### config.mk
export PLATFORM = sky130hd
export DESIGN_NAME = swm_wake_ctrl
export DESIGN_NICKNAME = d
export VERILOG_FILES = /design/src/inc/swm_pkg.sv /design/src/logic/swm_rst_sync.sv /design/src/logic/swm_wake_det.sv /design/src/logic/swm_wake_ctrl.sv
export VERILOG_INCLUDE_DIRS = /design/src /design/src/inc
export SDC_FILE = /design/constraint.sdc
export NUM_CORES = 1
export LEC_CHECK = 0
export BUFFER_PORTS_ARGS = -buffer_cell sky130_fd_sc_hd__buf_4
export CAP_MARGIN = 20
export CORE_AREA = 2 2 92 94
export DETAILED_ROUTE_END_ITERATION = 6
export DIE_AREA = 0 0 94 96
export SLEW_MARGIN = 0
export SYNTH_ARGS = -nofsm -noshare
export SYNTH_HDL_FRONTEND = slang
export SYNTH_SLANG_ARGS = --single-unit
### constraint.sdc
create_clock -name MCLK -period 1.85 [get_ports MCLK]
set_clock_uncertainty 0.1 [all_clocks]
set_input_delay 0 -clock MCLK [delete_from_list [all_inputs] [get_ports MCLK]]
set_output_delay 0 -clock MCLK [all_outputs]
set_load 0.02 [all_outputs]
### src/inc/swm_params.svh
// swm_params.svh: offsets, field positions, reset values
// assumes: included by bare name from package and modules
`ifndef SWM_PARAMS_SVH
`define SWM_PARAMS_SVH

`define SWM_NSRC      4
`define SWM_AW        4
`define SWM_OFS_CTRL  4'h0
`define SWM_OFS_CLR   4'h4
`define SWM_LANE_W    8
`define SWM_SEL_LSB   4
`define SWM_REC_LSB   2
`define SWM_EN_BIT    0
`define SWM_SEL_RST   3'h2
`define SWM_REC_RST   2'h0
`define SWM_WORD_ZERO 32'h0000_0000

`endif

### src/inc/swm_pkg.sv
// swm_pkg.sv: types of the standby wake mode control block
// assumes: swm_params.svh on the include path
`include "swm_params.svh"

package swm_pkg;

   // wake condition select encoding
   typedef enum logic [2:0] {
      SWM_SEL_LOW  = 3'h0,
      SWM_SEL_HIGH = 3'h1,
      SWM_SEL_FALL = 3'h2,
      SWM_SEL_RISE = 3'h3,
      SWM_SEL_BOTH = 3'h4
   } swm_sel_t;

   // one byte lane of the control word
   typedef struct packed {
      logic       rsv;
      logic [2:0] sel;
      logic [1:0] rec;
      logic       undef;
      logic       en;
   } swm_lane_t;

   // per-source detector result
   typedef struct packed {
      logic       req;
      logic [1:0] rec;
   } swm_det_t;

endpackage : swm_pkg

### src/logic/swm_rst_sync.sv
// swm_rst_sync.sv: two-flop release of the async reset
// assumes: RESET_N asynchronous, active low
`timescale 1ns/1ps
`default_nettype none

module swm_rst_sync (
   // clock and raw reset
   input  wire logic clk,
   input  wire logic rst_in_n,
   // released copy
   output var  logic rst_out_n
);
   logic meta_r;

   always_ff @(posedge clk or negedge rst_in_n) begin
      if (!rst_in_n) begin
         meta_r    <= 1'b0;
         rst_out_n <= 1'b0;
      end else begin
         meta_r    <= 1'b1;
         rst_out_n <= meta_r;
      end
   end
endmodule : swm_rst_sync

`default_nettype wire

### src/logic/swm_wake_det.sv
// swm_wake_det.sv: one wake source detector with edge record
// assumes: line synchronous to clk, clr a one-cycle pulse
`timescale 1ns/1ps
`default_nettype none
`include "swm_params.svh"

module swm_wake_det (
   // clock and reset
   input  wire logic             clk,
   input  wire logic             rst_n,
   // source and configuration
   input  wire logic             line,
   input  wire swm_pkg::swm_sel_t sel,
   input  wire logic             en,
   input  wire logic             clr,
   // result
   output var  swm_pkg::swm_det_t det
);
   import swm_pkg::*;

   logic       prev_r, prev_nxt;
   logic       seen_r, seen_nxt;
   logic       pend_r, pend_nxt;
   logic [1:0] rec_r,  rec_nxt;
   logic       req_r,  req_nxt;
   logic       rise, fall, hit, level;

   always_comb begin
      rise     = seen_r & ~prev_r & line;
      fall     = seen_r & prev_r & ~line;
      level    = 1'b0;
      case (sel)
         SWM_SEL_LOW: begin
            hit   = ~line;
            level = 1'b1;
         end
         SWM_SEL_HIGH: begin
            hit   = line;
            level = 1'b1;
         end
         SWM_SEL_FALL: hit = fall;
         SWM_SEL_RISE: hit = rise;
         SWM_SEL_BOTH: hit = rise | fall;
         default:      hit = 1'b0;
      endcase
      prev_nxt = line;
      seen_nxt = 1'b1;
      // sticky edge request, a set beats the clear
      pend_nxt = (pend_r & ~clr) | (hit & en & ~level);
      rec_nxt  = clr ? `SWM_REC_RST : rec_r;
      if (en && sel == SWM_SEL_BOTH) begin
         rec_nxt = rec_nxt | {fall, rise};
      end
      req_nxt  = en & (level ? hit : pend_nxt);
   end

   always_ff @(posedge clk or negedge rst_n) begin
      if (!rst_n) begin
         prev_r <= 1'b0;
         seen_r <= 1'b0;
         pend_r <= 1'b0;
         rec_r  <= `SWM_REC_RST;
         req_r  <= 1'b0;
      end else begin
         prev_r <= prev_nxt;
         seen_r <= seen_nxt;
         pend_r <= pend_nxt;
         rec_r  <= rec_nxt;
         req_r  <= req_nxt;
      end
   end

   assign det = '{req: req_r, rec: rec_r};
endmodule : swm_wake_det

`default_nettype wire

### src/logic/swm_wake_ctrl.sv
// swm_wake_ctrl.sv: standby wake mode control for four sources
// assumes: plain register port, strobes one cycle, inputs
// synchronous to MCLK, software keeps the select then enable order
//
// The strobed register port and the address map are this design's own decisions.
`timescale 1ns/1ps
`default_nettype none
`include "swm_params.svh"

////////////////////////////////////////////////////////////////
module swm_wake_ctrl #(
   parameter int NSRC = `SWM_NSRC,
   parameter int AW   = `SWM_AW
) (
   // clock and reset
   input  wire logic            MCLK,
   input  wire logic            RESET_N,
   // register port
   input  wire logic [AW-1:0]   ADDR,
   input  wire logic [31:0]     WDATA,
   input  wire logic            WR,
   input  wire logic            RD,
   output var  logic [31:0]     RDATA,
   // external wake lines
   input  wire logic            EXT_WAKE_LINE_8,
   input  wire logic            EXT_WAKE_LINE_9,
   input  wire logic            EXT_WAKE_LINE_A,
   input  wire logic            EXT_WAKE_LINE_B,
   // standby release side
   output var  logic [NSRC-1:0] WAKE_REQ,
   output var  logic            WAKE_ANY
);
   import swm_pkg::*;

   ////////////////////////////////////////////////////////////////
   // helpers

   function automatic swm_lane_t lane_of(
      input logic [31:0] word,
      input int          idx
   );
      lane_of = swm_lane_t'(word[idx*`SWM_LANE_W +: `SWM_LANE_W]);
   endfunction : lane_of

   function automatic logic [31:0] ctrl_word(
      input swm_sel_t [NSRC-1:0] s,
      input logic     [NSRC-1:0] e,
      input swm_det_t [NSRC-1:0] d
   );
      swm_lane_t ln;
      ctrl_word = `SWM_WORD_ZERO;
      for (int k = 0; k < NSRC; k++) begin
         ln.rsv   = 1'b0;
         ln.sel   = s[k];
         ln.rec   = d[k].rec;
         ln.undef = 1'b0;
         ln.en    = e[k];
         ctrl_word[k*`SWM_LANE_W +: `SWM_LANE_W] = ln;
      end
   endfunction : ctrl_word

   ////////////////////////////////////////////////////////////////
   // reset release

   logic rst_n;

   swm_rst_sync u_rst (
      .clk       (MCLK),
      .rst_in_n  (RESET_N),
      .rst_out_n (rst_n)
   );

   ////////////////////////////////////////////////////////////////
   // register decode

   logic            wr_ctrl, wr_clr, rd_ctrl;
   logic [NSRC-1:0] clr_pulse;

   always_comb begin
      wr_ctrl   = WR && ADDR == `SWM_OFS_CTRL;
      wr_clr    = WR && ADDR == `SWM_OFS_CLR;
      rd_ctrl   = RD && ADDR == `SWM_OFS_CTRL;
      clr_pulse = wr_clr ? WDATA[NSRC-1:0] : '0;
   end

   ////////////////////////////////////////////////////////////////
   // control fields

   swm_sel_t [NSRC-1:0] sel_r, sel_nxt;
   logic     [NSRC-1:0] en_r,  en_nxt;

   always_comb begin
      swm_lane_t ln;
      ln      = '0;
      sel_nxt = sel_r;
      en_nxt  = en_r;
      if (wr_ctrl) begin
         for (int k = 0; k < NSRC; k++) begin
            // record, reserved and undefined bits are dropped
            ln         = lane_of(WDATA, k);
            sel_nxt[k] = swm_sel_t'(ln.sel);
            en_nxt[k]  = ln.en;
         end
      end
   end

   always_ff @(posedge MCLK or negedge rst_n) begin
      if (!rst_n) begin
         for (int k = 0; k < NSRC; k++) begin
            sel_r[k] <= swm_sel_t'(`SWM_SEL_RST);
         end
         en_r <= '0;
      end else begin
         sel_r <= sel_nxt;
         en_r  <= en_nxt;
      end
   end

   ////////////////////////////////////////////////////////////////
   // detectors

   logic     [NSRC-1:0] line_w;
   swm_det_t [NSRC-1:0] det_w;

   assign line_w = {EXT_WAKE_LINE_B, EXT_WAKE_LINE_A,
                    EXT_WAKE_LINE_9, EXT_WAKE_LINE_8};

   for (genvar g = 0; g < NSRC; g++) begin : g_det
      swm_wake_det u_det (
         .clk   (MCLK),
         .rst_n (rst_n),
         .line  (line_w[g]),
         .sel   (sel_r[g]),
         .en    (en_r[g]),
         .clr   (clr_pulse[g]),
         .det   (det_w[g])
      );
      assign WAKE_REQ[g] = det_w[g].req;
   end

   ////////////////////////////////////////////////////////////////
   // release summary and read data

   logic        any_nxt;
   logic [31:0] rdata_nxt;

   always_comb begin
      any_nxt   = 1'b0;
      for (int k = 0; k < NSRC; k++) begin
         any_nxt = any_nxt | det_w[k].req;
      end
      // data only in the cycle after the read, else zero
      rdata_nxt = rd_ctrl ? ctrl_word(sel_r, en_r, det_w)
                          : `SWM_WORD_ZERO;
   end

   always_ff @(posedge MCLK or negedge rst_n) begin
      if (!rst_n) begin
         WAKE_ANY <= 1'b0;
         RDATA    <= `SWM_WORD_ZERO;
      end else begin
         WAKE_ANY <= any_nxt;
         RDATA    <= rdata_nxt;
      end
   end

   ////////////////////////////////////////////////////////////////
   // checks

   logic [NSRC-1:0] line_d_r;
   logic            seen_d_r;

   always_ff @(posedge MCLK or negedge rst_n) begin
      if (!rst_n) begin
         line_d_r <= '0;
         seen_d_r <= 1'b0;
      end else begin
         line_d_r <= line_w;
         seen_d_r <= 1'b1;
      end
   end

   for (genvar g = 0; g < NSRC; g++) begin : g_chk

   end
endmodule : swm_wake_ctrl

`default_nettype wire

======== After elaboration in Yosys (flattened, before gate mapping) ========
Cells that the tools add are included.
storage, ports and cells
  output and inout port bits .............. 37
  logic and storage cells ................. 144
  register bits ........................... 71
  input port bits ......................... 44
cells by class
  eq/ne operators ......................... 17
  bitwise gates (word level) .............. 63
  reductions and logical operators ........ 16
  muxes and demuxes ....................... 22
operators by type and width
  cell                  count
  $and A1 B1 Y1         32
  $mux W31              1
  $eq A3 B2 Y1 const B  8
  $pmux W1 S5           4
  $mux W2               8
  $not A1 Y1            16
  $eq A3 B1 Y1 const B  4
  $eq A3 B3 Y1 const B  4
  $logic_not A3 Y1      4
  $or A1 B1 Y1          11
  $mux W1               8
  $or A2 B2 Y2          4
  $reduce_or A2 Y1      4
  $logic_and A1 B1 Y1   7
  $eq A4 B3 Y1 const B  1
  $logic_not A4 Y1      1
  $mux W4               1

======== Longest topological paths before layout ========
  depth after elaboration ................. 10
  depth in mapped cells ................... 5

======== Modules after synthesis ========
Synthesis repeated with hierarchy kept, for this count alone.
unflattened totals
  cells, all modules ...................... 219
  area, all modules ....................... 2,884.0 µm²
by module, submodules not included
  module         instances  cells each  area each (µm²)
  swm_wake_ctrl  1          104         1,564.0
  swm_wake_det   4          28          316.6
  swm_rst_sync   1          3           53.8

======== Worst setup path before layout ========
OpenSTA, ideal clock, no wires.
  path type ............................... register -> register
  start point ............................. register, netlist name g_det[3].u_det.seen_r
  end point ............................... register g_det[2].u_det.pend_r
  arrival time ............................ 1.142 ns
  path slack .............................. 0.484 ns
  required time ........................... 1.626 ns
  cell stages (with the launch flop) ...... 6
  library setup time ...................... 0.124 ns
  buffers on the path ..................... 1
  clock period less this slack ............ 1.366 ns
  cell sequence ........................... dfrtp_1 buf_6 and2b_2 a221oi_2 o22a_1 o2bb2ai_1
RTL lines
  item                  RTL line            source
  end signal, assigned  swm_wake_det.sv:67  pend_r <= pend_nxt;
  end, declared         swm_wake_det.sv:23  logic pend_r, pend_nxt;

==> flow_results.xml <==
<?xml version="1.0" encoding="UTF-8"?>
<metrics>
  <group name="floorplanning">
    <metric name="initial_utilization" unit="%">34.3</metric>
    <metric name="core_region_area" unit="sq um">8050</metric>
    <metric name="chipHeight" unit="um">96</metric>
    <metric name="ios" unit="">81</metric>
    <metric name="placement_rows" unit="">33</metric>
    <metric name="die_area" unit="sq um">9020</metric>
    <metric name="chipWidth" unit="um">94</metric>
  </group>
  <group name="clock_tree">
    <metric name="root_buffer" unit="">sky130_fd_sc_hd__clkbuf_8</metric>
    <metric name="post_cts_setup_inserts" unit="">0</metric>
    <metric name="clock_tree_from_tritoncts" unit="">yes</metric>
    <metric name="clock_sink_count" unit="">64</metric>
    <metric name="cts_buffers" unit="">9</metric>
    <metric name="worst_skew_pair.late_latency" unit="ns">0.34</metric>
    <metric name="h-tree-depth" unit="">3</metric>
    <metric name="clock_tree.buffer_depth" unit="">2</metric>
    <metric name="clk_pin_slew" unit="ns">0.07</metric>
  </group>
  <group name="worst_setup_path">
    <metric name="critical_path.slowest_cell" unit="">sky130_fd_sc_hd__dfrtp_1</metric>
    <metric name="critical_path.max_fanout" unit="">11</metric>
    <metric name="cp_slowest_stage_delay" unit="ns">0.53</metric>
    <metric name="setup.worst_path.class" unit="">register to register</metric>
    <metric name="path_cells" unit="">and2b_2 &gt; a221oi_2 &gt; o22a_1 &gt; o2bb2ai_1</metric>
    <metric name="worstPathArrival" unit="ns">1.69</metric>
    <metric name="family_of_cells_with_the_greatest_summed_delay_on_the_critical_path" unit="">flip-flops</metric>
    <metric name="worst-r2r-setup-slack" unit="ns">0.28</metric>
    <metric name="crit_path_start_kind" unit="">register</metric>
    <metric name="crit_buf_inv" unit="">0</metric>
    <metric name="worst_setup_path_end_kind" unit="">register</metric>
    <metric name="crit_required" unit="ns">1.97</metric>
  </group>
  <group name="routing">
    <metric name="drc_errors" unit="">0</metric>
    <metric name="routedWlPerCell" unit="um">13.3</metric>
    <metric name="final_antenna_net_count" unit="">0</metric>
    <metric name="dr.pass1.iters" unit="">4</metric>
    <metric name="num_vias" unit="">1897</metric>
    <metric name="vias_per_cell" unit="">4.58</metric>
    <metric name="drtIter0Drc" unit="">52</metric>
    <metric name="routed_wl" unit="mm">5.52</metric>
  </group>
  <group name="power_and_ir_drop">
    <metric name="p_leak" unit="nW">1.78</metric>
    <metric name="vdd.ir_drop.worst" unit="mV">0.365</metric>
    <metric name="p_per_area" unit="nW/um^2">1030</metric>
  </group>
  <group name="synth">
    <metric name="syn-cell-area" unit="sq um">2760</metric>
    <metric name="yosys_warnings" unit="">0</metric>
    <metric name="synthesis.area_per_instance" unit="sq um">12.8</metric>
    <metric name="yosys_most_used_dff" unit="">sky130_fd_sc_hd__dfrtp_1</metric>
    <metric name="synth_top_cells_by_area" unit="">sky130_fd_sc_hd__dfrtp_1 (54%), sky130_fd_sc_hd__and2_1 (5.9%), sky130_fd_sc_hd__mux2_4 (5.4%), sky130_fd_sc_hd__dfstp_2 (3.8%), sky130_fd_sc_hd__buf_4 (3.3%)</metric>
    <metric name="most_area_hungry_cell_type_in_the_yosys_netlist" unit="">sky130_fd_sc_hd__dfrtp_1</metric>
    <metric name="seq_area_frac_synth" unit="%">58.2</metric>
    <metric name="syn-instance-count" unit="">216</metric>
    <metric name="yosys_cell_types" unit="">45</metric>
    <metric name="post_synth_arst_share" unit="%">100</metric>
    <metric name="synth_enable_flop_cells" unit="">0</metric>
    <metric name="yosysTopAreaCellShare" unit="%">54.4</metric>
    <metric name="synth_register_bits" unit="">64</metric>
  </group>
  <group name="final_layout">
    <metric name="fin_util" unit="%">46.1</metric>
    <metric name="insertedDiodeCount" unit="">0</metric>
    <metric name="fraction_of_final_layout_cells_with_drive_strength_greater_than_1" unit="%">35.6</metric>
    <metric name="synthToLayoutAreaGrowth" unit="%">34.4</metric>
    <metric name="nNetsFinal" unit="">348</metric>
    <metric name="fillCellCount" unit="">761</metric>
  </group>
  <group name="placed_design">
    <metric name="port_buffers" unit="">59</metric>
    <metric name="detailedPlacementHpwl" unit="mm">3.67</metric>
    <metric name="post-place-ws" unit="ns">0.306</metric>
    <metric name="gpl.final_weighted_congestion" unit="">0.790</metric>
  </group>
  <group name="sta">
    <metric name="final-setup-viol-count" unit="">0</metric>
    <metric name="setup_total_negative_slack" unit="ns">0</metric>
    <metric name="finalMaxSlewViolations" unit="">0</metric>
    <metric name="max_clock_freq" unit="MHz">637</metric>
    <metric name="final.period_utilization" unit="%">84.8</metric>
    <metric name="worst_slack" unit="ns">0.281</metric>
    <metric name="final.hold.worst_slack" unit="ns">0.0186</metric>
    <metric name="grt_setup_unrepaired" unit="">false</metric>
    <metric name="fin_crit" unit="ns">1.57</metric>
    <metric name="report.final.hold_viol_count" unit="">0</metric>
  </group>
  <group name="global_routing">
    <metric name="grt_start_max_net_pins" unit="">63</metric>
    <metric name="global_route.overflow_total" unit="">0</metric>
    <metric name="grt_pass1_vias" unit="">1842</metric>
    <metric name="grt_usage" unit="%">13.4</metric>
    <metric name="initial_antenna_violation_count" unit="">0</metric>
    <metric name="global_route_wire_length_before_repair" unit="mm">8.97</metric>
  </group>
  <group name="outcome">
    <metric name="run_status" unit="">finished clean</metric>
  </group>
  <group name="run">
    <metric name="max-cap-violations" unit="">0</metric>
  </group>
  <group name="min_path">
    <metric name="worst_hold_path_type" unit="">input pin to register</metric>
  </group>
</metrics>
==> where the power goes <==
| part | internal [W] | total, W | switching, W |
|---|---|---|---|
| Sequential | 0.00167 | 0.00188 | 0.000210 |
| Clock | 0.000615 | 0.00115 | 0.000533 |
| Combinational | 0.000466 | 0.000797 | 0.000331 |
| Total | 0.00275 | 0.00382 | 0.00107 |
==> metrics by stage <==
stage	cells	power [W]	cell area [sq um]
2_1_floorplan	224	0.00245	2790
3_3_place_gp	373	0.00264	3270
3_5_place_dp	373	0.00267	3270
4_1_cts	414	0.00388	3710
5_1_grt	414	0.00405	3710
6_report	414	0.00382	3710
==> registers in the layout (all words and copies together) (netlist names) <==
register,flops
g_det.u_det.pend_r,4
u_rst.meta_r,1
g_det.u_det.seen_r,1
g_det.u_det.prev_r,4
en_r,4
WAKE_ANY,1
g_det.u_det.req_r,4
g_det.u_det.rec_r,8
u_rst.rst_out_n,1
RDATA,24
sel_r,12
==> synth_stat cells, types with 2 or more instances <==
library cell	instances
sky130_fd_sc_hd__dfstp_2	4
sky130_fd_sc_hd__nand4b_1	3
sky130_fd_sc_hd__mux2_4	10
sky130_fd_sc_hd__a32o_1	3
sky130_fd_sc_hd__a21oi_1	7
sky130_fd_sc_hd__o211ai_1	2
sky130_fd_sc_hd__inv_1	5
sky130_fd_sc_hd__nor2b_1	4
sky130_fd_sc_hd__buf_6	2
sky130_fd_sc_hd__xor2_1	3
sky130_fd_sc_hd__buf_4	12
sky130_fd_sc_hd__or3b_4	2
sky130_fd_sc_hd__nor2_1	9
sky130_fd_sc_hd__clkbuf_1	3
sky130_fd_sc_hd__mux2_2	7
sky130_fd_sc_hd__nand4bb_1	3
sky130_fd_sc_hd__dfrtp_1	60
sky130_fd_sc_hd__a21o_1	2
sky130_fd_sc_hd__o31a_1	3
sky130_fd_sc_hd__o21ai_0	6
sky130_fd_sc_hd__nor3_1	3
sky130_fd_sc_hd__a22o_1	4
sky130_fd_sc_hd__o2bb2ai_2	2
sky130_fd_sc_hd__a21oi_2	2
sky130_fd_sc_hd__and2_1	26
sky130_fd_sc_hd__nand3b_1	3
sky130_fd_sc_hd__nand2b_1	2
sky130_fd_sc_hd__conb_1	2
sky130_fd_sc_hd__nand2_1	6
==> logic make-up after synthesis <==
group | count (synthesis) | share of synthesized area, %
AND/OR/NAND/NOR | 69 | 16.1
flip-flops | 64 | 58.2
AO/OA/AOI/OAI | 37 | 10.5
buffers and inverters | 23 | 5.35
multiplexers | 17 | 8.30
XOR/XNOR | 4 | 1.27
other | 2 | 0.272
==> layout make-up <==
cell class                      instances  area, sq um  area share, %
Sequential cell                        64         1610           43.4
Multi-Input combinational cell        137         1030           27.9
Timing Repair Buffer                   87          728           19.6
Tap cell                              105          131           3.54
Clock buffer                           10          128           3.44
Clock inverter                          6         60.1           1.62
Inverter                                5         18.8          0.506
==> placed cells by master (no fill, tap or decap), types with 3 or more instances in the layout <==
| cell | synthesis | final |
|---|---|---|
| sky130_fd_sc_hd__nor3_1 | 3 | 3 |
| sky130_fd_sc_hd__nor2b_1 | 4 | 4 |
| sky130_fd_sc_hd__a21oi_1 | 7 | 7 |
| sky130_fd_sc_hd__nor2_1 | 9 | 9 |
| sky130_fd_sc_hd__dfstp_2 | 4 | 4 |
| sky130_fd_sc_hd__conb_1 | 2 | 10 |
| sky130_fd_sc_hd__buf_4 | 12 | 61 |
| sky130_fd_sc_hd__a22o_1 | 4 | 4 |
| sky130_fd_sc_hd__o21ai_0 | 6 | 6 |
| sky130_fd_sc_hd__o31a_1 | 3 | 3 |
| sky130_fd_sc_hd__inv_1 | 5 | 5 |
| sky130_fd_sc_hd__clkbuf_8 | 0 | 9 |
| sky130_fd_sc_hd__nand3b_1 | 3 | 3 |
| sky130_fd_sc_hd__xor2_1 | 3 | 3 |
| sky130_fd_sc_hd__mux2_4 | 10 | 10 |
| sky130_fd_sc_hd__a32o_1 | 3 | 3 |
| sky130_fd_sc_hd__dfrtp_1 | 60 | 59 |
| sky130_fd_sc_hd__nand2_1 | 6 | 6 |
| sky130_fd_sc_hd__and2_1 | 26 | 26 |
| sky130_fd_sc_hd__dlygate4sd3_1 | 0 | 25 |
| sky130_fd_sc_hd__nand4bb_1 | 3 | 3 |
| sky130_fd_sc_hd__clkinv_2 | 0 | 3 |
| sky130_fd_sc_hd__nand4b_1 | 3 | 3 |
| sky130_fd_sc_hd__mux2_2 | 7 | 7 |
==> metal layers <==
layer | vias up | routed length, um | share of wire (%) | track usage, %
li1 | 913 | - | - | -
met2 | 44 | 2650 | 48 | 20.8
met5 | - | 0 | 0 | 0
met3 | 10 | 250 | 4.5 | 3.21
met1 | 930 | 2520 | 46 | 17.2
met4 | 0 | 102 | 1.8 | 7.97
==> worst reg2reg max path: stages (launching register included) <==
cell and delay [ns]:
sky130_fd_sc_hd__dfrtp_1 0.53, sky130_fd_sc_hd__and2b_2 0.29, sky130_fd_sc_hd__a221oi_2 0.25, sky130_fd_sc_hd__o22a_1 0.20, sky130_fd_sc_hd__o2bb2ai_1 0.08
==> timing repair <==
action / CTS / global route
hold endpoints to repair: 37 / 0
hold buffers: 25 / 0
resized for setup: 0 / 0
==> path summary, 6_finish.rpt <==
path,start,to,cells after the start
min,WDATA[2],g_det[2].u_det.pend_r,3
max,g_det[3].u_det.seen_r,g_det[2].u_det.pend_r,4
max reg2reg,g_det[3].u_det.seen_r,g_det[2].u_det.pend_r,4
min in group asynchronous,u_rst.rst_out_n,g_det[3].u_det.prev_r,1
min reg2reg,u_rst.rst_out_n,g_det[3].u_det.prev_r,1
max in group asynchronous,RESET_N,u_rst.rst_out_n,3
No activity file was read; power rests on OpenSTA's default activity.
